### src/include/cds_pkg.sv
// constants and types for the chopper decay sequencer
package cds_pkg;
   // clock and timing
   localparam int CLK_PERIOD_NS = 10;
   localparam int BLANK_NS = 1000;      // forced charge after each oscillator rise
   localparam int TAIL_FAST_NS = 1000;  // mixed decay: fast decay at period end
   // least time rounds up
   localparam int BLANK_CYC_INT = (BLANK_NS + CLK_PERIOD_NS - 1) / CLK_PERIOD_NS;
   // longest time rounds down
   localparam int TAIL_CYC_INT = TAIL_FAST_NS / CLK_PERIOD_NS;

   localparam int CNT_W = 16;           // elapsed-cycle counter width
   localparam int PHASES = 2;
   localparam int SYNC_W = 5;           // osc, select high, select low, two comparators

   localparam logic [CNT_W-1:0] BLANK_CYC = CNT_W'(BLANK_CYC_INT);
   localparam logic [CNT_W-1:0] TAIL_CYC = CNT_W'(TAIL_CYC_INT);
   localparam logic [CNT_W-1:0] CNT_ZERO = 16'h0000;
   localparam logic [CNT_W-1:0] CNT_ONE = 16'h0001;
   localparam logic [CNT_W-1:0] CNT_MAX = 16'hffff;

   // per-phase drive state, one-hot
   typedef enum logic [2:0] {
      CDS_CHARGE = 3'h1,
      CDS_SLOW = 3'h2,
      CDS_FAST = 3'h4
   } cds_drive_t;

   // decay method chosen by the decay-select input level
   typedef enum logic [1:0] {
      CDS_MODE_SLOW = 2'h0,
      CDS_MODE_FAST = 2'h1,
      CDS_MODE_MIXED = 2'h2
   } cds_mode_t;

   localparam cds_drive_t DRIVE_RST = CDS_FAST;
   localparam cds_mode_t MODE_RST = CDS_MODE_MIXED;
endpackage

### src/include/cds_sync_if.sv
// synchronised pin levels and oscillator edge passed to the sequencer
`timescale 1ns/10ps
interface cds_sync_if;
   import cds_pkg::*;
   logic osc_rise;
   logic sel_high;
   logic sel_low;
   logic [PHASES-1:0] coil_ge_set;

   modport src (
      output osc_rise,
      output sel_high,
      output sel_low,
      output coil_ge_set
   );
   modport dst (
      input osc_rise,
      input sel_high,
      input sel_low,
      input coil_ge_set
   );
endinterface

### src/rtl/cds_input_sync.sv
// two-flop synchronisers for the analog-side levels and oscillator edge detect
`timescale 1ns/10ps
module cds_input_sync
   import cds_pkg::*;
(
   input wire logic core_clk_i,
   input wire logic reset_n_i,
   input wire logic chop_osc_i,
   input wire logic decay_select_high_i,
   input wire logic decay_select_low_i,
   input wire logic [PHASES-1:0] coil_ge_set_i,
   cds_sync_if.src sync
);
   logic [SYNC_W-1:0] meta_q, meta_d;
   logic [SYNC_W-1:0] stab_q, stab_d;
   logic osc_last_q, osc_last_d;

   // next values: first stage only feeds second stage
   always_comb begin
      meta_d = {coil_ge_set_i, decay_select_low_i, decay_select_high_i, chop_osc_i};
      stab_d = meta_q;
      osc_last_d = stab_q[0];
   end

   always_ff @(posedge core_clk_i or negedge reset_n_i) begin
      if (!reset_n_i) begin
         meta_q <= '0;
         stab_q <= '0;
         osc_last_q <= 1'b0;
      end else begin
         meta_q <= meta_d;
         stab_q <= stab_d;
         osc_last_q <= osc_last_d;
      end
   end

   // edge taken from the stable stage only
   assign sync.osc_rise = stab_q[0] & ~osc_last_q;
   assign sync.sel_high = stab_q[1];
   assign sync.sel_low = stab_q[2];
   assign sync.coil_ge_set = stab_q[4:3];
endmodule

### src/rtl/cds_sequencer.sv
// chopper decay sequencer: per-phase charge / slow / fast drive selection
//
// Overview of operation
// - select above 3.5 V: slow decay each period
// - select below 0.8 V: fast decay each period
// - oscillator rising edge forces charge state
// - hold charge 1 us blanking, ignore comparator
// - slow mode: charge until current reached, slow
// - fast mode: charge until current reached, fast
// - mixed: sample comparison during blanking
// - mixed, seen: charge, slow, fast last 1us
// - mixed, not seen: fast decay to end
`timescale 1ns/10ps
module cds_sequencer
   import cds_pkg::*;
(
   input wire logic core_clk_i,
   input wire logic reset_n_i,
   input wire logic chop_osc_i,
   input wire logic decay_select_high_i,
   input wire logic decay_select_low_i,
   input wire logic [PHASES-1:0] coil_ge_set_i,
   output logic [2:0] phase_a_drive_o,
   output logic [2:0] phase_b_drive_o,
   output logic [1:0] decay_mode_o,
   output logic blanking_o
);
   cds_sync_if sync_bus ();

   // every pin-side level passes the two-flop stage in here before any logic reads it
   cds_input_sync u_sync (
      .core_clk_i(core_clk_i),
      .reset_n_i(reset_n_i),
      .chop_osc_i(chop_osc_i),
      .decay_select_high_i(decay_select_high_i),
      .decay_select_low_i(decay_select_low_i),
      .coil_ge_set_i(coil_ge_set_i),
      .sync(sync_bus.src)
   );

   // local names for the synchronised inputs, all on the core clock now
   logic period_start;
   logic sel_high_now;
   logic sel_low_now;
   logic [PHASES-1:0] cmp_now;

   assign period_start = sync_bus.osc_rise;
   assign sel_high_now = sync_bus.sel_high;
   assign sel_low_now = sync_bus.sel_low;
   assign cmp_now = sync_bus.coil_ge_set;

   // true when the period end is at most the tail time away
   // one extra bit on the sum so a long period cannot wrap and miss its tail
   function automatic logic in_tail(input logic [CNT_W-1:0] elapsed,
                                    input logic [CNT_W-1:0] last_len,
                                    input logic len_valid);
      logic [CNT_W:0] reach;
      reach = {1'b0, elapsed} + {1'b0, TAIL_CYC};
      in_tail = len_valid && (reach >= {1'b0, last_len});
   endfunction

   // decode the two threshold levels into a decay method
   // both levels high cannot happen on a sane pin; slow wins as the gentler choice
   function automatic cds_mode_t decode_mode(input logic sel_high, input logic sel_low);
      if (sel_high) begin
         decode_mode = CDS_MODE_SLOW;
      end else if (sel_low) begin
         decode_mode = CDS_MODE_FAST;
      end else begin
         decode_mode = CDS_MODE_MIXED;
      end
   endfunction

   // ---------------- period timing ----------------
   logic [CNT_W-1:0] elapsed_q, elapsed_d;
   logic [CNT_W-1:0] last_len_q, last_len_d;
   logic len_valid_q, len_valid_d;
   logic blank_q, blank_d;
   cds_mode_t mode_q, mode_d;

   // elapsed cycles since the last rise; the previous period length predicts
   // where the current period ends, since the oscillator gives no advance warning
   always_comb begin
      elapsed_d = elapsed_q;
      last_len_d = last_len_q;
      len_valid_d = len_valid_q;
      blank_d = blank_q;
      mode_d = mode_q;
      if (period_start) begin
         // a rise always restarts the count, even one that lands mid-blanking
         elapsed_d = CNT_ONE;
         blank_d = 1'b1;

         // the method is latched once per period; later select changes wait
         mode_d = decode_mode(sel_high_now, sel_low_now);

         // remember how long the period just ended was
         if (elapsed_q != CNT_ZERO) begin
            last_len_d = elapsed_q;
            len_valid_d = 1'b1;
         end
      end else begin
         // zero means no period seen yet, max means stalled: both hold still
         if (elapsed_q != CNT_ZERO && elapsed_q != CNT_MAX) begin
            elapsed_d = elapsed_q + CNT_ONE;
         end
         // blanking spans exactly the blanking count of core cycles
         if (elapsed_q >= BLANK_CYC) begin
            blank_d = 1'b0;
         end
         // a stalled oscillator drops the prediction rather than trusting it
         if (elapsed_q == CNT_MAX) begin
            len_valid_d = 1'b0;
         end
      end
   end

   // period timing registers
   always_ff @(posedge core_clk_i or negedge reset_n_i) begin
      if (!reset_n_i) begin
         elapsed_q <= CNT_ZERO;
         last_len_q <= CNT_ZERO;
         len_valid_q <= 1'b0;
         blank_q <= 1'b0;
         mode_q <= MODE_RST;
      end else begin
         elapsed_q <= elapsed_d;
         last_len_q <= last_len_d;
         len_valid_q <= len_valid_d;
         blank_q <= blank_d;
         mode_q <= mode_d;
      end
   end

   // ---------------- per-phase drive state ----------------
   cds_drive_t drive_q [PHASES], drive_d [PHASES];
   logic [PHASES-1:0] seen_q, seen_d;
   logic tail_now;

   // tail is a prediction from the last period; the first period has none
   assign tail_now = in_tail(elapsed_q, last_len_q, len_valid_q);

   // three-state machine per phase; the blanking flag gates the comparator
   always_comb begin
      for (int p = 0; p < PHASES; p++) begin
         drive_d[p] = drive_q[p];
         seen_d[p] = seen_q[p];
         if (period_start) begin
            // every period opens in charge, whatever the method
            drive_d[p] = CDS_CHARGE;
            seen_d[p] = 1'b0;
         end else if (blank_q) begin
            // charge is held whatever the comparator says
            drive_d[p] = CDS_CHARGE;
            // only mixed decay uses this, but sampling always keeps it simple
            if (cmp_now[p]) begin
               seen_d[p] = 1'b1;
            end
         end else begin
            case (drive_q[p])
               CDS_CHARGE: begin
                  if (mode_q == CDS_MODE_MIXED && !seen_q[p]) begin
                     // no match in blanking: current stayed below target, drain it
                     drive_d[p] = CDS_FAST;
                  end else if (cmp_now[p]) begin
                     case (mode_q)
                        CDS_MODE_SLOW: begin
                           drive_d[p] = CDS_SLOW;
                        end
                        CDS_MODE_FAST: begin
                           drive_d[p] = CDS_FAST;
                        end
                        default: begin
                           // tail already reached: skip slow decay altogether
                           if (tail_now) begin
                              drive_d[p] = CDS_FAST;
                           end else begin
                              drive_d[p] = CDS_SLOW;
                           end
                        end
                     endcase
                  end
               end
               CDS_SLOW: begin
                  // only mixed decay leaves slow decay before the period ends
                  if (mode_q == CDS_MODE_MIXED && tail_now) begin
                     drive_d[p] = CDS_FAST;
                  end
               end
               CDS_FAST: begin
                  // fast decay is left only by the next oscillator rise
                  drive_d[p] = CDS_FAST;
               end
               default: begin
                  // an illegal code falls back to the safe reset drive
                  drive_d[p] = DRIVE_RST;
               end
            endcase
         end
      end
   end


   // per-phase drive registers; reset leaves the coils draining
   always_ff @(posedge core_clk_i or negedge reset_n_i) begin
      if (!reset_n_i) begin
         for (int p = 0; p < PHASES; p++) begin
            drive_q[p] <= DRIVE_RST;
         end
         seen_q <= '0;
      end else begin
         for (int p = 0; p < PHASES; p++) begin
            drive_q[p] <= drive_d[p];
         end
         seen_q <= seen_d;
      end
   end


   // outputs straight from flops, no logic between register and pin
   assign phase_a_drive_o = drive_q[0];
   assign phase_b_drive_o = drive_q[1];
   assign decay_mode_o = mode_q;
   assign blanking_o = blank_q;
endmodule

### config.mk
export PLATFORM = sky130hd
export DESIGN_NAME = cds_sequencer
export DESIGN_NICKNAME = d
export VERILOG_FILES = /design/src/include/cds_pkg.sv /design/src/include/cds_sync_if.sv /design/src/rtl/cds_input_sync.sv /design/src/rtl/cds_sequencer.sv
export SDC_FILE = /design/constraint.sdc
export NUM_CORES = 1
export LEC_CHECK = 0
export BUFFER_PORTS_ARGS = -buffer_cell sky130_fd_sc_hd__buf_4
export CELL_PAD_IN_SITES_DETAIL_PLACEMENT = 2
export CELL_PAD_IN_SITES_GLOBAL_PLACEMENT = 2
export CORE_UTILIZATION = 36
export DETAILED_ROUTE_END_ITERATION = 12
export PLACE_DENSITY_LB_ADDON = 0.2
export SYNTH_ARGS = -nofsm -noshare
export SYNTH_HDL_FRONTEND = slang
export SYNTH_HIERARCHICAL = 1
export SYNTH_SLANG_ARGS = --single-unit
### constraint.sdc
create_clock -name core_clk_i -period 2.5 [get_ports core_clk_i]
set_input_delay 0.625 -clock core_clk_i [delete_from_list [all_inputs] [get_ports core_clk_i]]
set_output_delay 0.625 -clock core_clk_i [all_outputs]
set_load 0.005 [all_outputs]
==> results of run 1 <==
-- logic make-up after synthesis --
kind of cell | after synthesis | synth area share
and+or+nand+nor | 117 | 0.201
AOI/OAI and AO/OA | 52 | 0.102
DFF | 55 | 0.449
muxes | 8 | 0.0379
xor gates and xnor gates | 18 | 0.0513
adders and majority gates | 22 | 0.0895
buffers and inverters | 40 | 0.0696
-- synth_stat cells (2+ instances only) --
| cell type | count | share of area |
|---|---|---|
| dfrtp_1 | 52 | 0.42 |
| nand2_1 | 34 | 0.042 |
| nor2_1 | 23 | 0.028 |
| ha_1 | 22 | 0.090 |
| inv_1 | 21 | 0.026 |
| a21oi_1 | 16 | 0.026 |
| nand3_1 | 16 | 0.026 |
| o21ai_0 | 15 | 0.024 |
| xor2_1 | 11 | 0.031 |
| or3_1 | 8 | 0.016 |
| buf_4 | 7 | 0.017 |
| mux2_4 | 7 | 0.034 |
| xnor2_1 | 7 | 0.020 |
| buf_2 | 5 | 0.0081 |
| and3_1 | 4 | 0.0081 |
| clkbuf_1 | 4 | 0.0049 |
| nand2b_1 | 4 | 0.0081 |
| nand4_1 | 4 | 0.0081 |
| nor3_1 | 4 | 0.0065 |
| a211oi_1 | 3 | 0.0073 |
| and2_1 | 3 | 0.0061 |
| and4_1 | 3 | 0.0085 |
| dfstp_2 | 3 | 0.026 |
| nor3b_1 | 3 | 0.0073 |
| o211ai_1 | 3 | 0.0073 |
| a21o_1 | 2 | 0.0049 |
| a221oi_1 | 2 | 0.0057 |
| buf_6 | 2 | 0.0073 |
| nand2_4 | 2 | 0.0073 |
| o21ai_1 | 2 | 0.0033 |
| o31ai_1 | 2 | 0.0049 |
| or2_2 | 2 | 0.0041 |
| or4_1 | 2 | 0.0049 |
-- what timing repair did --
action                                  4_1_cts  5_1_grt
endpoints found under the setup margin        4        4
hold buffers                                  0        0
gates resized for setup                      11        3
buffers inserted                              4        1
pin swaps                                     9        5
-- layer usage --
metal / track usage / vias up
met4: 0.0538 / 0
met5: 0 / -
li1: - / 1138
met1: 0.277 / 1202
met2: 0.344 / 20
met3: 0.0242 / 4
-- report_power, final --
part,leakage (nW),switching (mW),internal [mW],total [mW]
Clock,0.0452,0.335,0.205,0.540
Combinational,0.929,0.402,0.333,0.735
Sequential,0.695,0.0631,0.970,1.03
-- sequential cells by signal, summed over array words and instances (netlist names) --
register and cells:
blanking_o 1, decay_mode_o 2, elapsed_q 16, last_len_q 16, len_valid_q 1, phase_a_drive_o 3
phase_b_drive_o 3, seen_q 2, u_sync/meta_q 5, u_sync/osc_last_q 1, u_sync/stab_q 5
-- placed cells by master, fill, tap and decap left out, drive strengths merged, types with 2 or more instances in the layout --
master,instances
nor3b,3
ha,22
a21o,2
buf,50
xnor2,7
o21ai,17
xor2,11
a21oi,16
and4,3
dfstp,3
and3,4
dfrtp,52
or3,8
mux2,8
nor2,23
a221oi,2
nand2b,4
o211ai,3
nand4,5
or4,2
nor3,4
o31ai,2
nand2,36
a211oi,3
clkbuf,5
inv,23
or2,2
and2,3
nand3,17
-- metrics by stage --
step	worst slack (ns)	hold WS [ns]	total power, mW	cell area [µm²]	std cells
final	-0.0684	0.357	2.31	3630	456
after global routing	-0.210	0.373	2.45	3630	456
after CTS	-0.129	0.364	2.32	3610	455
after detailed placement	-0.179	0.342	1.73	3440	443
after global placement	-0.0227	0.334	1.70	3440	443
after floorplan	-0.00639	0.329	1.46	3100	312
-- worst min-delay path by stage --
stage | start | end | slack, ns | depth (start not counted)
2_1_floorplan | reset_n_i | blanking_o | 0.33 | 0
3_5_place_dp | u_sync/meta_q[0] | u_sync/stab_q[0] | 0.34 | 0
5_1_grt | u_sync/meta_q[4] | u_sync/stab_q[4] | 0.37 | 0
4_1_cts | u_sync/meta_q[0] | u_sync/stab_q[0] | 0.36 | 0
3_3_place_gp | u_sync/meta_q[2] | u_sync/stab_q[2] | 0.33 | 0
6_report | reset_n_i | seen_q[0] | 0.36 | 1
-- cell type report --
cell class | count | area [µm²] | share of cell area
clock inverters | 3 | 25.0 | 0.00690
multi-input cells | 217 | 1560 | 0.431
clock buffers | 5 | 68.8 | 0.0190
well taps | 105 | 131 | 0.0362
flip-flops and latches | 55 | 1380 | 0.381
repair buffers | 50 | 379 | 0.105
inverters | 21 | 78.8 | 0.0217
==> out/results.tsv, run 1 <==
metric	value	unit
Net Count, Synth	341	
CP Launch Point	elapsed_q[2]	
DRC	0	
FFs w/ async S/R, synth	1.00	
first-pass GRT wire length	13800	µm
top layer used by detailed routing	met4	
CTS tree	done	
Die X	94.4	µm
number of global-route vias before repair	2639	
Worst path max stage delay	0.40	ns
Num CTS Buffers	5	
initial DRC count	47	
worst reg2reg path depth	12	
reg-to-reg startpoint	elapsed_q[2]	
Primary FF master, synth	dfrtp_1	
Longest Clk Path Bufs	2	
drt first pass iters	4	
Yosys warning total	6	
I/O Buffers	15	
Initial Util	0.372	
area grow syn2layout	17.9	%
Worst path slowest cell	dfrtp_1	
Netlist cell types	47	
failing checks	negative setup slack	
layout cells sized above 1	0.256	
final RePlAce weighted congestion	0.868	
Post-Route Skew	0.0184	ns
htree depth	2	
post-DR vias/cell	5.18	
clock latency on the worst-skew pair	0.33	ns
Clock Sinks	55	
R2R Setup Slk	-0.07	ns
Max rail drop VDD	198	µV
Fill cells	910	
RSZ-0062 raised after global routing	true	
DIE AREA	8910	µm²
Mapped Area	3070	µm²
DR WL met3	136	µm
WP data arrival	2.80	ns
Final HPWL DP	6180	µm
CP Depth	12	
worst slew pin tran	0.737	ns
DRT antenna net count	0	
register area share after synthesis	0.449	
Setup CP Type	reg -> reg	
DRT Wirelength	8160	µm
Final Cycle Share	1.03	
fin nets	379	
worst r2r dst	phase_b_drive_o[1]	
fmax	0.389	GHz
Die H	94.4	µm
CP most frequent cell	nand2_1	
pin count of the biggest net entering global routing	56	
cells after synthesis	312	
Final Setup Violations	3	
cell family with most CP delay	simple AND/OR/NAND/NOR gates	
Buf+Inv Stages, Crit Path	0	
CP Cell Sequence	ha_2, and2_4, nand2b_4, nand2_2, xnor2_1, ha_1, and4_1, nand2_1, o211a_1, o311ai_4, nand2_1, and3b_1	
Crit Path Max Fanout	4	
Final Util	0.439	
clock slew at reported path FFs	0.12	ns
Routed met1 length	3910	µm
Rows	33	
min-delay worst type	in -> async	
required time worst endpoint	2.73	ns
Sum Neg Setup Slack	-0.125	ns
final hold vios	0	
Leak	1.67	nW
max-slew violations	0	
Met2 Routed Length	4050	µm
initial antenna violation count	0	
maxcap violations	0	
Wirelength per Cell	17.9	µm
Antenna Cells	0	
core area	8260	µm²
Worst setup endpoint	phase_b_drive_o[1]	
max_slew headroom	0.508	
CTS root buf	clkbuf_8	
final worst slack	-0.0684	ns
Setup crit start kind	flip-flop	
Power Density	637	nW/µm²
Vias	2364	
Yosys reg bits	55	
Overflow after GRT	0	
Avg Synthesized Cell Area	9.85	µm²
Critical Path Sink Type	flip-flop	
I/O pin total	16	
global-route usage over all layers	0.204	
Final min period	2.57	ns
number of flops mapped to enable cells by yosys	0	
status	complete, but fails checks	
Note: power is estimated with default switching activity, not from simulation.
==> run 2: changes to the inputs <==
Clock period 2.5 ns to 2.15 ns, I/O delays scaled along.
==> run 2 against run 1 <==
Effect of this change: the run still ends with negative setup slack left; global-route usage rose by 0.30 points; sequential share of layout area fell by 1.7 points; wire length increased by 3.2%; combinational power grew 28%.
==> out/results.tsv, run 2 (synthesis gave the netlist of run 1 again) <==
metric	value	unit
status	complete, but fails checks	
Setup crit start kind	flip-flop	
initial antenna violation count	0	
drt first pass iters	4	
DP Cell Count	460	
final cell count without fillers	469	
Die H	94.4	µm
pin count of the biggest net entering global routing	56	
DRT Wirelength	8420	µm
Num CTS Buffers	5	
number of global-route vias before repair	2763	
R2R Setup Slk	-0.48	ns
Crit Path Max Fanout	6	
fmax	0.380	GHz
Die X	94.4	µm
initial DRC count	44	
area occupied by multi-input gates	1610	µm²
Sum Neg Setup Slack	-1.70	ns
I/O pin total	16	
fin nets	392	
first-pass GRT wire length	14000	µm
worst reg2reg path depth	12	
final hold vios	0	
worst r2r dst	phase_b_drive_o[1]	
Critical Path Sink Type	flip-flop	
Power Density	751	nW/µm²
Max rail drop VDD	471	µV
Vias	2454	
clock slew at reported path FFs	0.11	ns
DIE AREA	8910	µm²
Longest Clk Path Bufs	2	
Top Registers	elapsed_q (16), last_len_q (16)	
maxcap violations	0	
CTS tree	done	
WP data arrival	2.84	ns
post-DR vias/cell	5.23	
Clock Sinks	55	
Overflow after GRT	0	
worst slew pin tran	0.725	ns
most frequent cells in the layout	61 x buf_4, 52 x dfrtp_1, 31 x nand2_1	
Leak	1.77	nW
DRC	0	
Final Cycle Share	1.22	
Fill cells	905	
area grow syn2layout	23.6	%
Seq. cell area	1380	µm²
Final Setup Violations	4	
required time worst endpoint	2.36	ns
DRT antenna net count	0	
min-delay worst type	in -> async	
Initial Util	0.372	
layout cells sized above 1	0.305	
max-slew violations	0	
Antenna Cells	0	
htree depth	2	
failing checks	negative setup slack	
global-route usage over all layers	0.207	
clock latency on the worst-skew pair	0.31	ns
Post-Route Skew	0.00733	ns
Total Power	2.85	mW
Setup CP Type	reg -> reg	
I/O Buffers	15	
commonest non-fill, non-tap cell in the layout	buf_4	
final worst slack	-0.479	ns
Final min period	2.63	ns
Final Util	0.460	
Final HPWL DP	6580	µm
max_slew headroom	0.517	
core area	8260	µm²
RSZ-0062 raised after global routing	true	
reg-to-reg startpoint	elapsed_q[2]	
final RePlAce weighted congestion	0.760	
Wirelength per Cell	17.9	µm
CTS root buf	clkbuf_8	
Rows	33	
## run 2: cell types whose count changed in the layout (fill, tap and decap cells not counted), moves of 2 or more
cell	before	now
nand2_8	0	2
buf_4	49	61
or3_4	0	2
or3_1	8	6
nand2_1	33	31
## run 2: worst max-delay path, cell delays in order, from the launching register on
cell      delay (ns)
dfrtp_1         0.38
ha_2            0.18
and2_4          0.15
nand2b_4        0.17
nand2_4         0.06
xnor2_2         0.13
ha_1            0.30
and4_4          0.23
nand2_2         0.05
o211a_1         0.25
o311ai_4        0.32
nand2_2         0.12
and3b_1         0.18
## run 2: worst max-delay path by stage
stage                 startpoint  slack (ns)            endpoint  cells past startpoint
finish              elapsed_q[2]       -0.48  phase_b_drive_o[1]                     12
global route        elapsed_q[2]       -0.59  phase_b_drive_o[1]                     12
CTS                 elapsed_q[2]       -0.51  phase_a_drive_o[1]                     10
detailed placement  elapsed_q[3]       -0.59  phase_b_drive_o[1]                     11
global placement    elapsed_q[3]       -0.43  phase_a_drive_o[1]                     10
floorplan           elapsed_q[3]       -0.31  phase_a_drive_o[1]                     11
## run 2: cell type report
type / instances / area share
tap: 105 / 0.0346
multi-input combinational: 217 / 0.424
clock inverter: 3 / 0.0125
clock buffer: 5 / 0.0181
inverter: 21 / 0.0208
timing repair buffer: 63 / 0.126
sequential: 55 / 0.363
## run 2: routing by layer
layer | part of all wire | vias up | GRT usage
li1 | - | 1170 | -
met1 | 0.46 | 1258 | 0.264
met2 | 0.52 | 18 | 0.364
met3 | 0.015 | 8 | 0.0282
met4 | 0.012 | 0 | 0.0590
met5 | 0 | - | 0
## run 2: report_power, final
group | internal, mW | switching (mW) | leakage [nW]
registers | 1.13 | 0.0557 | 0.695
logic | 0.436 | 0.508 | 1.02
clock network | 0.354 | 0.370 | 0.0587
## run 2: timing repair
action | in CTS | in global routing
gates resized for setup | 9 | 14
hold buffers | 0 | 0
setup buffers | 1 | 0
gates cloned | 0 | 0
endpoints found under the setup margin | 33 | 29
pin swaps | 2 | 5
## run 2: per-stage QoR
stage / instance area [µm²] / worst slack (ns) / hold slack, ns
after CTS: 3730 / -0.507 / 0.297
after global routing: 3800 / -0.592 / 0.300
after floorplan: 3110 / -0.308 / 0.242
after global placement: 3570 / -0.426 / 0.333
final: 3800 / -0.479 / 0.285
after detailed placement: 3570 / -0.593 / 0.337
